**config.mk**
```make
export PLATFORM = sky130hd
export DESIGN_NAME = nfecc_top
export DESIGN_NICKNAME = d
export VERILOG_FILES = /design/src/pkg/nfecc_pkg.sv /design/src/rtl/nfecc_top.sv
export SDC_FILE = /design/constraint.sdc
export NUM_CORES = 1
export LEC_CHECK = 0
export BUFFER_PORTS_ARGS = -buffer_cell sky130_fd_sc_hd__buf_4
export CORE_MARGIN = 2
export CORE_UTILIZATION = 45
export DETAILED_ROUTE_END_ITERATION = 8
export PLACE_DENSITY = 0.72
export SYNTH_ARGS = -nofsm -noshare
export SYNTH_HDL_FRONTEND = slang
export SYNTH_SLANG_ARGS = --single-unit
```
**constraint.sdc**
```tcl
create_clock -name I_CLOCK -period 5.65 [get_ports I_CLOCK]
set_input_delay 0.565 -clock I_CLOCK [delete_from_list [all_inputs] [get_ports I_CLOCK]]
set_output_delay 0.565 -clock I_CLOCK [all_outputs]
set_load 0.02 [all_outputs]
```
**src/pkg/nfecc_pkg.sv**
```systemverilog
// package of offsets, fields and codes for the nand flash ecc controller
`default_nettype none
package nfecc_pkg;
    // ------------------------------------------------------------------
    // window layout
    // ------------------------------------------------------------------
    localparam int unsigned WINDOW_BYTES   = 4096;      // decoded window size
    localparam logic [11:0] DATA_LAST      = 12'h20F;   // last page byte offset (527)
    localparam logic [11:0] DATA_AREA_LAST = 12'h1FF;   // last data-area byte (511)
    localparam logic [11:0] PIN_CTRL_OFS   = 12'h800;   // nand_pin_control
    localparam logic [11:0] PIN_CTRL_END   = 12'h80F;   // end of command/address region
    localparam logic [11:0] PARITY_OFS     = 12'h810;   // ecc_parity_result
    localparam logic [11:0] ECC_CTRL_OFS   = 12'h815;   // ecc_control
    // ------------------------------------------------------------------
    // control byte codes
    // ------------------------------------------------------------------
    localparam logic [7:0] CTL_IDLE = 8'h01;   // release chip enable
    localparam logic [7:0] CTL_CMD  = 8'h02;   // chip enable and command latch
    localparam logic [7:0] CTL_ADDR = 8'h04;   // chip enable and address latch
    localparam logic [7:0] CTL_WAIT = 8'h08;   // chip enable, ready interrupt on
    localparam logic [7:0] ECC_START = 8'h03;  // clear parity, enable engine
    // ------------------------------------------------------------------
    // ecc control fields and reset values
    // ------------------------------------------------------------------
    localparam int unsigned ECC_EN_BIT    = 0;     // engine enable
    localparam int unsigned ECC_CLR_BIT   = 1;     // clear strobe
    localparam int unsigned ECC_EVEN_BIT  = 2;     // 1 = even presentation
    localparam logic        ECC_EVEN_RST  = 1'b0;  // odd after power-up
    localparam int unsigned PARITY_W      = 22;    // parity width
    localparam logic [7:0]  LINE_RST      = 8'h00; // line counter start
    // ------------------------------------------------------------------
    // pin phase encoding
    // ------------------------------------------------------------------
    typedef enum logic [3:0] {
        NFECC_IDLE = 4'h1,
        NFECC_CMD  = 4'h2,
        NFECC_ADDR = 4'h4,
        NFECC_WAIT = 4'h8
    } nfecc_phase_t;
endpackage : nfecc_pkg
`default_nettype wire

```
**src/rtl/nfecc_top.sv**
```systemverilog
// nand flash controller with 22-bit block ecc engine
`timescale 1ns/1ps
`default_nettype none
module nfecc_top #(
    parameter int unsigned N_CS = 4        // chip select lanes
) (
    input  wire logic        I_CLOCK,      // 40 MHz local clock
    input  wire logic        I_RSTN,       // sync reset, active low
    input  wire logic [31:0] I_BASE,       // programmed window base
    input  wire logic [1:0]  I_LANE,       // chip select lane to use
    input  wire logic        I_REQ,        // bus request valid
    output logic             O_REQ_READY,  // request accepted
    input  wire logic        I_WR,         // 1 = write
    input  wire logic [31:0] I_ADDR,       // byte address
    input  wire logic        I_DWORD,      // 1 = doubleword access
    input  wire logic [7:0]  I_WDATA,      // write byte
    output logic             O_RVALID,     // read data valid
    input  wire logic        I_RREADY,     // reader ready
    output logic [31:0]      O_RDATA,      // read data
    output logic             O_HIT,        // address inside window
    output logic [N_CS-1:0]  O_CE_N,       // chip enables, active low
    output logic             O_CLE,        // command latch
    output logic             O_ALE,        // address latch
    output logic             O_WE_N,       // write strobe, active low
    output logic             O_RE_N,       // read strobe, active low
    output logic [7:0]       O_IO,         // flash data out
    output logic             O_IO_OE_N,    // data out enable, low drives
    input  wire logic [7:0]  I_IO,         // flash data in
    input  wire logic        I_READY,      // flash ready/busy, high ready
    output logic             O_IRQ         // ready interrupt
);
    // ------------------------------------------------------------------
    // decode
    // ------------------------------------------------------------------
    logic [31:0] ofs_full;                 // offset from base
    logic [11:0] ofs;                      // window offset
    logic        buf_full;                 // read buffer cannot accept
    logic        take;                     // request taken this cycle
    assign ofs_full    = I_ADDR - I_BASE;
    assign O_HIT       = ofs_full < nfecc_pkg::WINDOW_BYTES;
    assign ofs         = ofs_full[11:0];
    assign take        = I_REQ & O_REQ_READY & O_HIT;

    wire is_page   = ofs <= nfecc_pkg::DATA_LAST;
    wire is_data   = ofs <= nfecc_pkg::DATA_AREA_LAST;
    wire is_pin    = ofs == nfecc_pkg::PIN_CTRL_OFS;
    wire is_cmdreg = (ofs > nfecc_pkg::PIN_CTRL_OFS) && (ofs <= nfecc_pkg::PIN_CTRL_END);
    wire is_par    = ofs == nfecc_pkg::PARITY_OFS;
    wire is_ecc    = ofs == nfecc_pkg::ECC_CTRL_OFS;
    wire wr_pin    = take & I_WR & is_pin;
    wire wr_byte   = take & I_WR & is_cmdreg;
    wire wr_data   = take & I_WR & is_page;
    wire wr_ecc    = take & I_WR & is_ecc;
    wire rd_take   = take & ~I_WR;
    wire rd_page   = rd_take & is_page;
    // ------------------------------------------------------------------
    // pin phase
    // ------------------------------------------------------------------
    nfecc_pkg::nfecc_phase_t phase_r;      // current latch state
    nfecc_pkg::nfecc_phase_t phase_nxt;    // next latch state
    logic [7:0] pin_ctrl_r;                // last control byte
    logic       int_en_r;                  // ready interrupt enable
    logic [1:0] lane_r;                    // latched lane
    always_comb begin
        phase_nxt = phase_r;
        if (wr_pin) begin
            unique case (I_WDATA)
                nfecc_pkg::CTL_CMD:  phase_nxt = nfecc_pkg::NFECC_CMD;
                nfecc_pkg::CTL_ADDR: phase_nxt = nfecc_pkg::NFECC_ADDR;
                nfecc_pkg::CTL_WAIT: phase_nxt = nfecc_pkg::NFECC_WAIT;
                nfecc_pkg::CTL_IDLE: phase_nxt = nfecc_pkg::NFECC_IDLE;
                default:             phase_nxt = phase_r;
            endcase
        end
    end
    // phase register
    always_ff @(posedge I_CLOCK) begin
        if (!I_RSTN) begin
            phase_r    <= nfecc_pkg::NFECC_IDLE;
            pin_ctrl_r <= nfecc_pkg::CTL_IDLE;
            int_en_r   <= 1'b0;
            lane_r     <= 2'h0;
        end else begin
            phase_r <= phase_nxt;
            if (wr_pin) begin
                pin_ctrl_r <= I_WDATA;
                int_en_r   <= (I_WDATA == nfecc_pkg::CTL_WAIT);
                lane_r     <= I_LANE;
            end
        end
    end
    wire ce_on = phase_r != nfecc_pkg::NFECC_IDLE;
    genvar g;
    generate
        for (g = 0; g < N_CS; g++) begin : g_ce
            assign O_CE_N[g] = ~(ce_on && (lane_r == 2'(g)));
        end
    endgenerate
    assign O_CLE = phase_r == nfecc_pkg::NFECC_CMD;
    assign O_ALE = phase_r == nfecc_pkg::NFECC_ADDR;
    // ------------------------------------------------------------------
    // strobes: one-cycle write pulse per byte, read strobe low in every page-read take cycle
    // ------------------------------------------------------------------
    logic       we_r;                      // write strobe pulse
    logic [7:0] io_r;                      // data driven
    // not ready in the cycle a write strobe is high so written bytes never share one pulse
    assign O_REQ_READY = ~buf_full & ~we_r;
    always_ff @(posedge I_CLOCK) begin
        if (!I_RSTN) begin
            we_r <= 1'b0;
            io_r <= 8'h00;
        end else begin
            we_r <= wr_byte | wr_data;
            if (wr_byte | wr_data)
                io_r <= I_WDATA;
        end
    end
    assign O_WE_N    = ~we_r;
    assign O_IO      = io_r;
    assign O_IO_OE_N = ~we_r;
    assign O_RE_N    = ~rd_page;
    // ------------------------------------------------------------------
    // ready interrupt
    // ------------------------------------------------------------------
    logic rdy_d_r;                         // last ready level
    logic irq_r;                           // interrupt flag
    always_ff @(posedge I_CLOCK) begin
        if (!I_RSTN) begin
            rdy_d_r <= 1'b1;
            irq_r   <= 1'b0;
        end else begin
            rdy_d_r <= I_READY;
            if (int_en_r && I_READY && !rdy_d_r)
                irq_r <= 1'b1;
            else if (wr_pin)
                irq_r <= 1'b0;
        end
    end
    assign O_IRQ = irq_r;
    // ------------------------------------------------------------------
    // ecc engine
    // ------------------------------------------------------------------
    logic                           ecc_en_r;   // engine running
    logic                           even_r;     // even presentation
    logic [7:0]                     line_r;     // line address counter
    logic [5:0]                     cpar_r;     // column parity bits
    logic [15:0]                    lpar_r;     // line parity bits
    logic [7:0]                     ecc_byte;   // byte moved
    logic [5:0]                     cfold;      // column terms of byte
    logic                           bpar;       // byte parity
    logic [15:0]                    lfold;      // line terms of byte
    logic [nfecc_pkg::PARITY_W-1:0] par_raw;    // engine parity
    logic [nfecc_pkg::PARITY_W-1:0] par_out;    // presented parity
    assign ecc_byte = I_WR ? I_WDATA : I_IO;
    wire ecc_hit = ecc_en_r & take & is_data & ~I_DWORD;
    assign bpar = ^ecc_byte;
    generate
        for (g = 0; g < 3; g++) begin : g_col
            logic [7:0] m1;
            for (genvar b = 0; b < 8; b++) begin : g_m
                assign m1[b] = ecc_byte[b] & 1'((b >> g) & 1);
            end
            assign cfold[2*g+1] = ^m1;
            assign cfold[2*g]   = bpar ^ (^m1);
        end
        for (g = 0; g < 8; g++) begin : g_line
            assign lfold[2*g+1] = bpar & line_r[g];
            assign lfold[2*g]   = bpar & ~line_r[g];
        end
    endgenerate
    always_ff @(posedge I_CLOCK) begin
        if (!I_RSTN) begin
            ecc_en_r <= 1'b0;
            even_r   <= nfecc_pkg::ECC_EVEN_RST;
            line_r   <= nfecc_pkg::LINE_RST;
            cpar_r   <= 6'h00;
            lpar_r   <= 16'h0000;
        end else if (wr_ecc) begin
            ecc_en_r <= I_WDATA[nfecc_pkg::ECC_EN_BIT];
            even_r   <= I_WDATA[nfecc_pkg::ECC_EVEN_BIT];
            if (I_WDATA[nfecc_pkg::ECC_CLR_BIT]) begin
                line_r <= nfecc_pkg::LINE_RST;
                cpar_r <= 6'h00;
                lpar_r <= 16'h0000;
            end
        end else if (ecc_hit) begin
            line_r <= line_r + 8'h01;
            cpar_r <= cpar_r ^ cfold;
            lpar_r <= lpar_r ^ lfold;
        end
    end
    assign par_raw = {lpar_r, cpar_r};
    assign par_out = even_r ? par_raw : ~par_raw;
    // ------------------------------------------------------------------
    // read data select and two-entry buffer
    // ------------------------------------------------------------------
    logic [31:0] rsel;                     // selected read word
    logic [31:0] q0_r;                     // head entry
    logic [31:0] q1_r;                     // second entry
    logic [1:0]  cnt_r;                    // entries held
    assign rsel = is_page ? {24'h000000, I_IO} :
                  is_par  ? {10'h000, par_out} :
                  is_pin  ? {24'h000000, pin_ctrl_r} :
                  is_ecc  ? {29'h0, even_r, 1'b0, ecc_en_r} : 32'h00000000;
    assign buf_full = cnt_r == 2'h2;
    wire pop  = O_RVALID & I_RREADY;
    // buffer control
    always_ff @(posedge I_CLOCK) begin
        if (!I_RSTN) begin
            cnt_r <= 2'h0;
            q0_r  <= 32'h00000000;
            q1_r  <= 32'h00000000;
        end else begin
            if (pop) begin
                q0_r <= (cnt_r == 2'h2) ? q1_r : rsel;
            end else if (rd_take && cnt_r == 2'h0) begin
                q0_r <= rsel;
            end
            if (rd_take && ((cnt_r == 2'h1 && !pop) || (cnt_r == 2'h2 && pop)))
                q1_r <= rsel;
            cnt_r <= cnt_r + {1'b0, rd_take} - {1'b0, pop};
        end
    end
    assign O_RVALID = cnt_r != 2'h0;
    assign O_RDATA  = q0_r;
endmodule : nfecc_top
`default_nettype wire
```
==> After elaboration in Yosys (flattened, before gate mapping) <==
Cells that the tools add are included.
W data, S select, Z words.
{ "word_totals": {"input_bits": 89, "elab_cells": 143, "reg_bits": 124} }
{ "op_classes": {"n_reduce_logical": 27, "order_cmp": 5, "addsub": 4, "bitwise": 54, "eq_ne": 16, "muxes": 21} }
{ "ops": {"columns": ["operator", "n"], "rows": [
  ["$mux W32", 3],
  ["$mux W22", 3],
  ["$mux W16", 3],
  ["$mux W8", 5],
  ["$eq A12 B12 Y1 const B", 3],
  ["$lt A32 B13 Y1 const B", 1],
  ["$reduce_xor A8 Y1", 4],
  ["$sub A32 B32 Y32", 1],
  ["$and A1 B1 Y1", 30],
  ["$not A22 Y22", 1],
  ["$mux W6", 3],
  ["$not A1 Y1", 17],
  ["$pmux W4 S4", 1],
  ["$xor A16 B16 Y16", 1],
  ["$gt A12 B12 Y1 const B", 1],
  ["$le A12 B10 Y1 const B", 1],
  ["$le A12 B12 Y1 const B", 1],
  ["$le A12 B9 Y1 const B", 1],
  ["$logic_and A1 B1 Y1", 11],
  ["$add A8 B1 Y8 const B", 1],
  ["$eq A8 B1 Y1 const B", 1],
  ["$eq A8 B2 Y1 const B", 1],
  ["$eq A8 B3 Y1 const B", 1],
  ["$eq A8 B4 Y1 const B", 1],
  ["other kinds (19)", 31]
]} }

==> Logic depth before layout (Yosys ltp) <==
Gate-level depths: netlist of the first run.
{ "depth": {"word_depth": 10, "ltp_mapped": 19, "mapped_depth_nobuf": 18} }

==> Least setup slack after synthesis of the first run <==
Ideal clock, no wire load.
{ "synth_path": {"path_kind": "in2out", "from": "in I_ADDR[0]", "to": "out O_RE_N", "setup_slack_ns": 1.239, "path_buffers": 1, "path_stages": 16, "arrival_time_ns": 3.846, "cell_sequence": "inv_1 > ha_1 > inv_1 > fa_1 > a211oi_4 > o21ai_2 > a31oi_4 > a21oi_2 > or3_1 > a2111o_1 > or4_1 > nand4bb_4 > buf_6 > clkinv_1 > and2_1 > nand2_1"} }
{ "synth_via": {"elab_chain_cells": 6, "word_cells_on_any_way": 7, "cone_classes": "add/sub (1); order compare (2); bitwise (4)"} }
{ "synth_rtl": {"columns": ["element", "line_no", "text"], "rows": [
  ["from (decl)", "nfecc_top.sv:14", "input wire logic [31:0] I_ADDR,"],
  ["$sub A32 B32 Y32 *", "nfecc_top.sv:39", "assign ofs_full = I_ADDR - I_BASE;"],
  ["$lt A32 B13 Y1", "nfecc_top.sv:40", "assign O_HIT = ofs_full < nfecc_pkg::WINDOW_BYTES;"],
  ["$and A1 B1 Y1", "nfecc_top.sv:42", "assign take = I_REQ & O_REQ_READY & O_HIT;"],
  ["$and A1 B1 Y1", "nfecc_top.sv:54", "wire rd_take = take & ~I_WR;"],
  ["$and A1 B1 Y1 *", "nfecc_top.sv:55", "wire rd_page = rd_take & is_page;"],
  ["$not A1 Y1 *", "nfecc_top.sv:121", "assign O_RE_N = ~rd_page;"],
  ["to (decl)", "nfecc_top.sv:25", "output logic O_RE_N,"]
]} }
Every way passes the cells marked *; elsewhere a longest branch is shown, timed or not.

==> Worst setup path in the final report of the first run <==
{ "layout_path": {"from": "in I_ADDR[0]", "to": "out O_HIT"} }
{ "layout_via": {"elab_chain_cells": 2} }
{ "layout_rtl": {"columns": ["element", "line_no", "text"], "rows": [
  ["$sub A32 B32 Y32", "nfecc_top.sv:39", null],
  ["$lt A32 B13 Y1", "nfecc_top.sv:40", null],
  ["to (decl)", "nfecc_top.sv:20", "output logic O_HIT,"]
]} }
No other way between the ends.

==> run summary, run 1 <==
run status: complete, no violations
Worst Max-Slew Pin Slew: 1.14 ns
Area growth, synth to finish: 15.9%
Fmax: 210 MHz
initial antenna violation count: 0
Critical Path Start Type: primary input
worst vdd ir: 0.000169 V
Post-DRT Antenna Nets: 0
min cycle time layout: 4.75 ns
crit path cell chain: buf_4 -> inv_1 -> ha_1 -> inv_1 -> fa_1 -> a211oi_4 -> o21ai_2 -> a31oi_4 -> a21oi_2 -> or3_1 -> a2111o_1 -> or4_1 -> nand4bb_4 -> clkinv_1 -> buf_4 -> buf_4
Pre-Repair DR Iteration Count: 5
Final Hold Viols: 0
hold_buf cts: 0
GRT overflow: 0
Initial Utilization: 45.8%
GRT Resource Usage Total: 21.6%
post-synthesis sequential area ratio: 25.4%
Yosys warnings: 0
hpwl dp: 15.5 mm
Power Dens Cells: 207 nW/um^2
final setup fails: 0
Mapped Area: 8210 sq um
Synth top area share: 25.4%
CP required: 5.09 ns
via count: 8,283
post-synth top area cell: dfxtp_1
Die X: 139 um
WP data arrival: 4.19 ns
Cells after Synth: 1,102
CTS Sinks: 104
GP Congestion: 0.914
footprint of the multi-input gates: 5530 sq um
Primary FF master, synth: dfxtp_1
critical path class: primary input to output port
Reg area: 2080 sq um
Final nets: 1,295
num ports: 142
Crit. End Element: output port
Antenna diodes: 0
CTS resizes: 0
min-delay worst type: primary input to flop
slew margin rel.: 24.1%
unrepaired setup endpoints after global routing: false
Synth cell types: 69
first-pass GRT wire length: 36.1 mm
P_leak: 3.77 nW
clock tree buffer depth: 2
Post-synth ARST share: 0%
Crit Path Max Fanout: 24
WL final: 21.6 mm
Final period util: 84.1%
slowest cell on the critical path: or4_1
Buffers on Ports: 131
# Max-Cap Violations: 0
synthesized area per cell: 7.45 sq um
root buf cell: clkbuf_16
Yosys reg bits: 104
postcts setup bufs: 0
vias in the first global route: 7,551
Worst path most repeated cell: buf_4
H-tree depth: 3
TritonCTS Buffers: 9
register-to-register setup slack: 3.06 ns
Layout Skew: 0.00455 ns
ranking of synthesized cells by area: dfxtp_1 (25%), o21ai_0 (6.2%), a21oi_1 (5.7%), mux2i_1 (5.4%), ha_1 (5.2%)
DRC Markers: 0
Site Rows: 49
Tot Pwr: 1.97 mW
layout cells sized above 1: 15.0%
Pins Over Slew Limit: 0
TNS Setup: 0 ns
clk slew on worst S/H paths: 0.07 ns
CTS tree: yes
initial DRC count: 578
CP max stage delay: 0.50 ns
number of synthesized flops with an enable pin: 0
Die Height: 139 um
Die ar.: 19,300 sq um
vias per cell: 5.90
largest net degree at the start of global routing: 86
Wirelength per Cell: 15.4 um
Fill cells: 1,772
core footprint: 17,900 sq um
Worst-Skew Late Latency: 0.35 ns
==> kinds of logic (layout without fill, tap and decap cells) <==
| kind of cell | count (synthesis) | count (layout) | synth area share (%) |
|---|---|---|---|
| muxes | 44 | 44 | 5.37 |
| adders and majority gates | 35 | 35 | 5.43 |
| other | 1 | 10 | 0.0457 |
| DFF | 104 | 104 | 25.4 |
| and+or+nand+nor | 363 | 363 | 23.0 |
| xor gates and xnor gates | 62 | 62 | 6.62 |
| AOI/OAI and AO/OA | 345 | 345 | 26.4 |
| buffers and inverters | 148 | 213 | 7.76 |
==> flip-flops by register name (all words and copies together) (netlist names) <==
register and cells:
line_r 8, q1_r 22, lpar_r 16, phase_r 4, ecc_en_r 1, int_en_r 1
pin_ctrl_r 8, O_RDATA 22, we_r 1, O_IRQ 1, even_r 1, rdy_d_r 1
O_IO 8, cpar_r 6, cnt_r 2, lane_r 2
==> synthesized netlist by cell type, types with 24 or more instances <==
cell type,n
nand2_1,106
dfxtp_1,104
o21ai_0,101
a21oi_1,94
clkbuf_1,68
nor2_1,65
inv_1,51
mux2i_1,44
ha_1,34
nand4_1,34
o211ai_1,34
xor2_1,34
or4_1,29
xnor2_1,28
o31ai_1,27
nor3_1,24
or3_1,24
==> cell usage in the layout, fill, tap and decap left out, drive strengths merged, types with 6 or more instances in the layout <==
cell       n
a211oi    15
a21o      11
a21oi     97
a22oi      8
a31oi     10
and2       8
buf      144
clkbuf    10
conb      10
dfxtp    104
ha        34
inv       53
mux2i     44
nand2    106
nand3     19
nand3b    12
nand4     34
nor2      65
nor3      24
nor4      19
o2111ai    6
o211ai    34
o21ai    104
o31ai     27
or3       24
or4       29
xnor2     28
xor2      34
==> layout make-up <==
type | instances | area share (%)
Tap cell | 229 | 3.01
Clock buffer | 10 | 2.41
Timing Repair Buffer | 144 | 11.5
Sequential cell | 104 | 21.9
Clock inverter | 6 | 0.960
Multi-Input combinational cell | 859 | 58.1
Inverter | 53 | 2.09
==> metal layers <==
layer  GRT usage (%)  part of all wire, %  vias up
li1                -                    -     4164
met1            30.3                   47     3843
met2            35.6                   46      254
met3            2.73                  5.6       22
met4            4.73                  1.2        0
met5               0                    0        -
==> critical path, delay by kind of cell <==
| family | cells | cell delay [ns] |
|---|---|---|
| AOI/OAI and AO/OA | 5 | 1.20 |
| buffers and inverters | 6 | 0.76 |
| adders and majority gates | 2 | 0.57 |
| and+or+nand+nor | 3 | 1.09 |
==> metrics by stage <==
step                utilization [%]  cell area [sq um]  hold slack, ns  cells  setup slack (ns)
global route                   53.1               9510           0.431   1405             0.634
finish                         53.1               9510           0.429   1405             0.897
CTS                            53.1               9510           0.420   1405             0.895
floorplan                         -               8240           0.436   1111              1.24
global placement               51.3               9190           0.444   1389             0.896
detailed placement             51.3               9190           0.453   1389             0.817
==> where the power goes <==
group          internal (mW)  switching, mW  total, mW  leakage (nW)
Sequential             0.736        0.00542      0.742         0.838
Clock                  0.392          0.285      0.677         0.157
Combinational          0.208          0.344      0.552          2.77
Total                   1.34          0.635       1.97          3.77
==> worst paths after layout <==
| check | start | cells after the start | end |
|---|---|---|---|
| hold reg to reg | O_RDATA[15] | 2 | O_RDATA[15] |
| hold / removal | I_READY | 2 | rdy_d_r |
| setup / recovery | I_ADDR[0] | 16 | O_HIT |
| setup reg to reg | cnt_r[0] | 7 | line_r[5] |
Power figures use the tool's default switching activity.
==> run 2: changes to the inputs <==
Settings changed: ABC_AREA set to 1, PLACE_DENSITY 0.72 to 0.75.
Clock period 5.65 ns to 3.96 ns, I/O delays scaled along.
==> run 2 against run 1 <==
  * Via count increased by 7.1%
  * Critical path depth increased by 3
  * Power increased by 53%
  * Clock-buffer cell count unchanged
  * Largest cell class unchanged
  * Critical endpoint is now O_RE_N
  * Non-clock buffer count increased by 4
  * Sequential power increased by 47%
  * Worst hold slack got worse by 0.18 ns
  * Flip-flop and latch count unchanged
  * Critical path type unchanged
  * Final area increased by 4.9%
  * Final cell count increased by 26%
==> run summary, run 2 <==
Final WS setup: 0.481 ns (-0.416 ns)
Final period util: 87.9%
min-delay worst type: primary input to flop
Crit. End Element: output port
Yosys reg bits: 104 (unchanged)
GRT overflow: 0 (unchanged)
vias per cell: 5.01 (-15%)
hpwl dp: 18.5 mm (+19%)
register-to-register setup slack: 1.70 ns (-1.36 ns)
slowest cell on the critical path: fa_1
Worst-Skew Late Latency: 0.36 ns (about the same)
slew margin rel.: 26.6% (+2.5 points)
hold wc startpoint: I_READY
Worst Max-Slew Pin Slew: 1.09 ns (-0.0445 ns)
DRC Markers: 0 (unchanged)
H-tree depth: 3 (unchanged)
CTS Sinks: 104 (unchanged)
R2R Path Start: cnt_r[1]
Post-synth ARST share: 0% (unchanged)
most frequent cells in the layout: nand2_1 (405), inv_1 (205), nor2_1 (175)
Crit Path Max Fanout: 4 (-83%)
Synth top area share: 24.4% (-1.0 points)
final setup fails: 0 (unchanged)
Area growth, synth to finish: 16.8%
via count: 8,874 (+7.1%)
Power Dens Cells: 302 nW/um^2 (+46%)
P_leak: 5.13 nW (+36%)
CP required: 3.56 ns (-1.53 ns)
GP Congestion: 0.958 (+4.8%)
Buffers on Ports: 131 (unchanged)
Yosys warnings: 0 (unchanged)
most common cell after layout, fill and taps aside: nand2_1
hold_buf cts: 0 (unchanged)
Site Rows: 50 (+2.0%)
CTS resizes: 0 (unchanged)
Die ar.: 20,100 sq um (+4.0%)
post-synth top area cell: dfxtp_1
post-synthesis sequential area ratio: 24.4% (-1.0 points)
initial DRC count: 642 (+11%)
CTS tree: yes
Critical Path Start Type: primary input
Synth cell types: 44 (-36%)
Die X: 142 um (+2.0%)
GRT Resource Usage Total: 23.3% (+1.7 points)
min cycle time layout: 3.48 ns
WL final: 23.2 mm (+7.5%)
crit path cell chain: buf_4 -> inv_1 -> ha_1 -> inv_1 -> fa_1 -> nand3_1 -> nand3_1 -> nand3_1 -> nand3b_1 -> xnor2_1 -> nand2_1 -> nor2_2 -> nand3b_1 -> nor2_1 -> nand2_1 -> nor4_1 -> buf_4 -> nand2_1 -> buf_4
Final Util: 53.5% (+0.38 points)
unrepaired setup endpoints after global routing: false
clock tree buffer depth: 2 (unchanged)
run status: complete, no violations
Pre-Repair DR Iteration Count: 7 (+2)
CP Buf/Inv Count: 5 (-1)
Hold Crit Depth: 2 (unchanged)
TritonCTS Buffers: 9 (unchanged)
first-pass GRT wire length: 38.6 mm (+7.0%)
reg2reg end: line_r[2]
Pins Over Slew Limit: 0 (unchanged)
most frequent cell after synthesis: nand2_1
worst slack, placed: 0.488 ns (-0.329 ns)
Tot Pwr: 3.01 mW (+53%)
synth cell count leaders: nand2_1 (405), inv_1 (205), nor2_1 (175)
clk slew on worst S/H paths: 0.08 ns (about the same)
Die Height: 142 um (+2.0%)
Wirelength per Cell: 13.1 um (-15%)
R2R depth: 13 (+6)
largest net degree at the start of global routing: 55 (-36%)
initial antenna violation count: 0 (unchanged)
Cells after Synth: 1,418 (+29%)
family with the most delay on the worst path: simple AND/OR/NAND/NOR gates
vias in the first global route: 7,980 (+5.7%)
postcts setup bufs: 0 (unchanged)
WP data arrival: 3.08 ns (-1.11 ns)
critical path class: primary input to output port
Hold Path End: rdy_d_r
core footprint: 18,600 sq um (+4.1%)
synthesized area per cell: 6.02 sq um (-19%)
ranking of synthesized cells by area: dfxtp_1 (24%), nand2_1 (18%), inv_1 (9.0%), nor2_1 (7.7%), nand3_1 (5.9%)
Post-DRT Antenna Nets: 0 (unchanged)
Fmax: 287 MHz
Initial Utilization: 45.8% (about the same)
worst vdd ir: 0.000241 V (+43%)
# Max-Cap Violations: 0 (unchanged)
number of synthesized flops with an enable pin: 0 (unchanged)
Final Hold Viols: 0 (unchanged)
Mapped Area: 8540 sq um (+4.1%)
Primary FF master, synth: dfxtp_1
Layout Skew: 0.00924 ns (+0.00469 ns)
root buf cell: clkbuf_16
CP max stage delay: 0.45 ns (-0.05 ns)
Antenna diodes: 0 (unchanged)
num ports: 142 (unchanged)
Final nets: 1,656 (+28%)
TNS Setup: 0 ns (unchanged)
layout cells sized above 1: 13.3% (-1.6 points)
## run 2: cells by family (layout without fill, tap and decap cells)
kind of cell    Yosys count  in the layout  synth area share, %
other cells               1             10               0.0439
simple gates            776            776                 39.9
flops                   104            104                 24.4
fa+ha+maj                35             35                 5.21
buf+inv                 276            385                 13.2
compound gates          151            151                 9.49
xor+xnor                 75             75                 7.78
## run 2: final cells by class
type,count,area (sq um)
clock inverters,5,48.8
fillers,1905,8670
well taps,234,293
inverters,222,835
multi-input cells,1047,5370
clock buffers,10,239
repair buffers,148,1110
flip-flops and latches,104,2080
## run 2: how the worst max path moves through the flow
| stage | end | cells past startpoint | slack [ns] | from |
|---|---|---|---|---|
| 6_report | O_RE_N | 19 | 0.48 | I_ADDR[0] |
| 5_1_grt | O_RE_N | 20 | 0.17 | I_ADDR[0] |
| 4_1_cts | O_RE_N | 19 | 0.50 | I_ADDR[0] |
| 3_5_place_dp | cnt_r[1] | 21 | 0.49 | I_ADDR[0] |
| 3_3_place_gp | O_RDATA[1] | 17 | 0.52 | I_ADDR[6] |
| 2_1_floorplan | cnt_r[1] | 19 | 0.98 | I_ADDR[0] |
## run 2: metrics by stage
| step | hold slack, ns | area, sq um | cells |
|---|---|---|---|
| 6_report | 0.244 | 9980 | 1770 |
| 5_1_grt | 0.242 | 9980 | 1770 |
| 4_1_cts | 0.247 | 9980 | 1770 |
| 3_5_place_dp | 0.456 | 9690 | 1755 |
| 3_3_place_gp | 0.452 | 9690 | 1755 |
| 2_1_floorplan | 0.441 | 8580 | 1427 |
## run 2: worst reg2reg max path: stages (launching register included)
cell	delay, ns
dfxtp_1	0.34
inv_1	0.07
nor2_1	0.05
nor2_1	0.12
nand2_1	0.19
inv_1	0.31
nand4_4	0.19
nor2_4	0.12
buf_4	0.20
nand3_1	0.11
buf_4	0.22
nand2_1	0.10
nand2_1	0.05
a21oi_1	0.10
## run 2: routing by layer
layer  GRT usage, %  part of all wire, %
met1           32.2                   47
met2           38.8                   46
met4           4.95                  1.2
met5              0                    0
met3           3.17                  6.2
## run 2: where the power goes
group	switching (mW)	leakage, nW	internal [mW]
Sequential	0.0128	0.838	1.07
Clock	0.432	0.137	0.454
Combinational	0.641	4.16	0.396
Total	1.09	5.13	1.92
==> run 3: changes to the inputs <==
Settings changed: CELL_PAD_IN_SITES_DETAIL_PLACEMENT set to 1, CELL_PAD_IN_SITES_GLOBAL_PLACEMENT set to 1, CORE_UTILIZATION 45 to 36, PLACE_DENSITY 0.75 to 0.84.
==> run 3 against run 2 <==
  * Non-clock buffer count down 2
  * Power up 1.3%
  * Fmax down 2.6%
  * Sequential power about the same
  * Worst hold slack worse by 0.0043 ns
  * Global-route usage down 0.88 points
  * Clock skew down 0.0030 ns
  * Combinational power about the same
  * Clock power up 0.8%
  * Worst setup slack worse by 0.091 ns
  * Largest power group unchanged
==> run summary, run 3 (synthesis gave the netlist of run 2 again) <==
Die Height: 158 um (+11%)
num ports: 142 (unchanged)
TNS Setup: 0 ns (unchanged)
# Max-Cap Violations: 0 (unchanged)
Post-DRT Antenna Nets: 0 (unchanged)
Initial Utilization: 36.5% (-9.3 points)
Placed Cells: 1,838 (+4.7%)
Worst-Skew Late Latency: 0.36 ns (about the same)
via count: 9,208 (+3.8%)
Crit. End Element: output port
critical path class: primary input to output port
final instance area: 10,100 sq um (+1.0%)
Hold Crit Depth: 2 (unchanged)
R2R depth: 8 (-5)
Final period util: 90.2% (+2.3 points)
Antenna diodes: 0 (unchanged)
Area growth, synth to finish: 18.0%
Pre-Repair DR Iteration Count: 5 (-2)
TritonCTS Buffers: 9 (unchanged)
placed cell areas: 9780 sq um (+0.94%)
final setup fails: 0 (unchanged)
CP required: 3.56 ns (about the same)
most common cell after layout, fill and taps aside: nand2_1
first-pass GRT wire length: 45.1 mm (+17%)
min-delay worst type: primary input to flop
hpwl dp: 22.0 mm (+19%)
run status: complete, no violations
WL final: 27.7 mm (+20%)
postcts setup bufs: 0 (unchanged)
most frequent cells in the layout: nand2_1 (405), inv_1 (205), nor2_1 (175)
CTS resizes: 0 (unchanged)
worst vdd ir: 0.000250 V (+3.4%)
H-tree depth: 3 (unchanged)
GP Congestion: 0.905 (-5.5%)
Final Instance Count excl. Fillers: 1,853 (+4.7%)
Pins Over Slew Limit: 0 (unchanged)
Worst Max-Slew Pin Slew: 1.16 ns (+0.0628 ns)
Final nets: 1,654 (-0.12%)
slew margin rel.: 22.4% (-4.2 points)
initial antenna violation count: 0 (unchanged)
Fmax: 280 MHz (-2.6%)
DRC Markers: 0 (unchanged)
vias in the first global route: 9,250 (+16%)
Die ar.: 25,000 sq um (+24%)
Layout Skew: 0.00620 ns (-0.00305 ns)
Power Dens Cells: 303 nW/um^2 (+0.27%)
GRT Resource Usage Total: 22.4% (-0.88 points)
core footprint: 23,400 sq um (+26%)
Crit Path Max Fanout: 4 (unchanged)
largest net degree at the start of global routing: 55 (unchanged)
Site Rows: 56 (+12%)
Wirelength per Cell: 15.0 um (+14%)
clk slew on worst S/H paths: 0.08 ns (about the same)
Final Hold Viols: 0 (unchanged)
hold_buf cts: 0 (unchanged)
Die X: 158 um (+11%)
WP data arrival: 3.17 ns (+0.09 ns)
min cycle time layout: 3.57 ns (+0.0914 ns)
Critical Path Start Type: primary input
Final Util: 43.1% (-10 points)
final hold slack: 0.240 ns (-0.00426 ns)
vias per cell: 4.97 (-0.88%)
root buf cell: clkbuf_16
unrepaired setup endpoints after global routing: false
P_leak: 5.13 nW (-0.18%)
clock tree buffer depth: 2 (unchanged)
CTS tree: yes
layout cells sized above 1: 13.3% (-0.048 points)
initial DRC count: 417 (-35%)
GRT overflow: 0 (unchanged)
CTS Sinks: 104 (unchanged)
Buffers on Ports: 131 (unchanged)
## run 3: worst paths after layout
kind             start  slack, ns           to
max          I_ADDR[0]       0.39       O_RE_N
min            I_READY       0.24      rdy_d_r
max reg2reg   cnt_r[1]       1.35  O_RDATA[16]
min reg2reg   q1_r[10]       0.47     q1_r[10]
## run 3: cell type report
type                            instances  area [sq um]
Sequential cell                       104          2080
Inverter                              222           835
Clock buffer                           10           239
Multi-Input combinational cell       1047          5370
Tap cell                              319           399
Clock inverter                          5          51.3
Timing Repair Buffer                  146          1100
Fill cell                            3238         13300
## run 3: where the power goes
part	total [mW]	internal, mW	switching, mW
registers	1.09	1.07	0.0141
logic	1.07	0.393	0.674
clock network	0.894	0.453	0.441
## run 3: per-stage QoR
step,total power [mW],setup WS (ns)
detailed placement,2.16,0.352
floorplan,1.86,0.975
global route,3.23,0.0338
CTS,3.06,0.362
finish,3.05,0.389
global placement,2.13,0.436
## run 3: worst max-delay path: stages
cell and delay [ns]:
buf_4 0.11, inv_1 0.04, ha_1 0.13, inv_1 0.08, fa_1 0.46, nand3_1 0.11, nand3_1 0.17, nand3_1 0.14
nand3b_1 0.16, nand2_1 0.12, nand2_1 0.05, nand2_1 0.08, nand3_1 0.07, nor3b_1 0.21, nand3b_1 0.20, nor4_2 0.25
buf_4 0.17, nand2_1 0.06, buf_4 0.17
## run 3: layer usage
layer | track usage [%] | vias to the layer above | share of wire (%)
met5 | 0 | - | 0
met2 | 40.2 | 207 | 48
li1 | - | 4618 | -
met1 | 28.4 | 4334 | 46
met4 | 6.74 | 0 | 2.2
met3 | 2.08 | 49 | 3.8
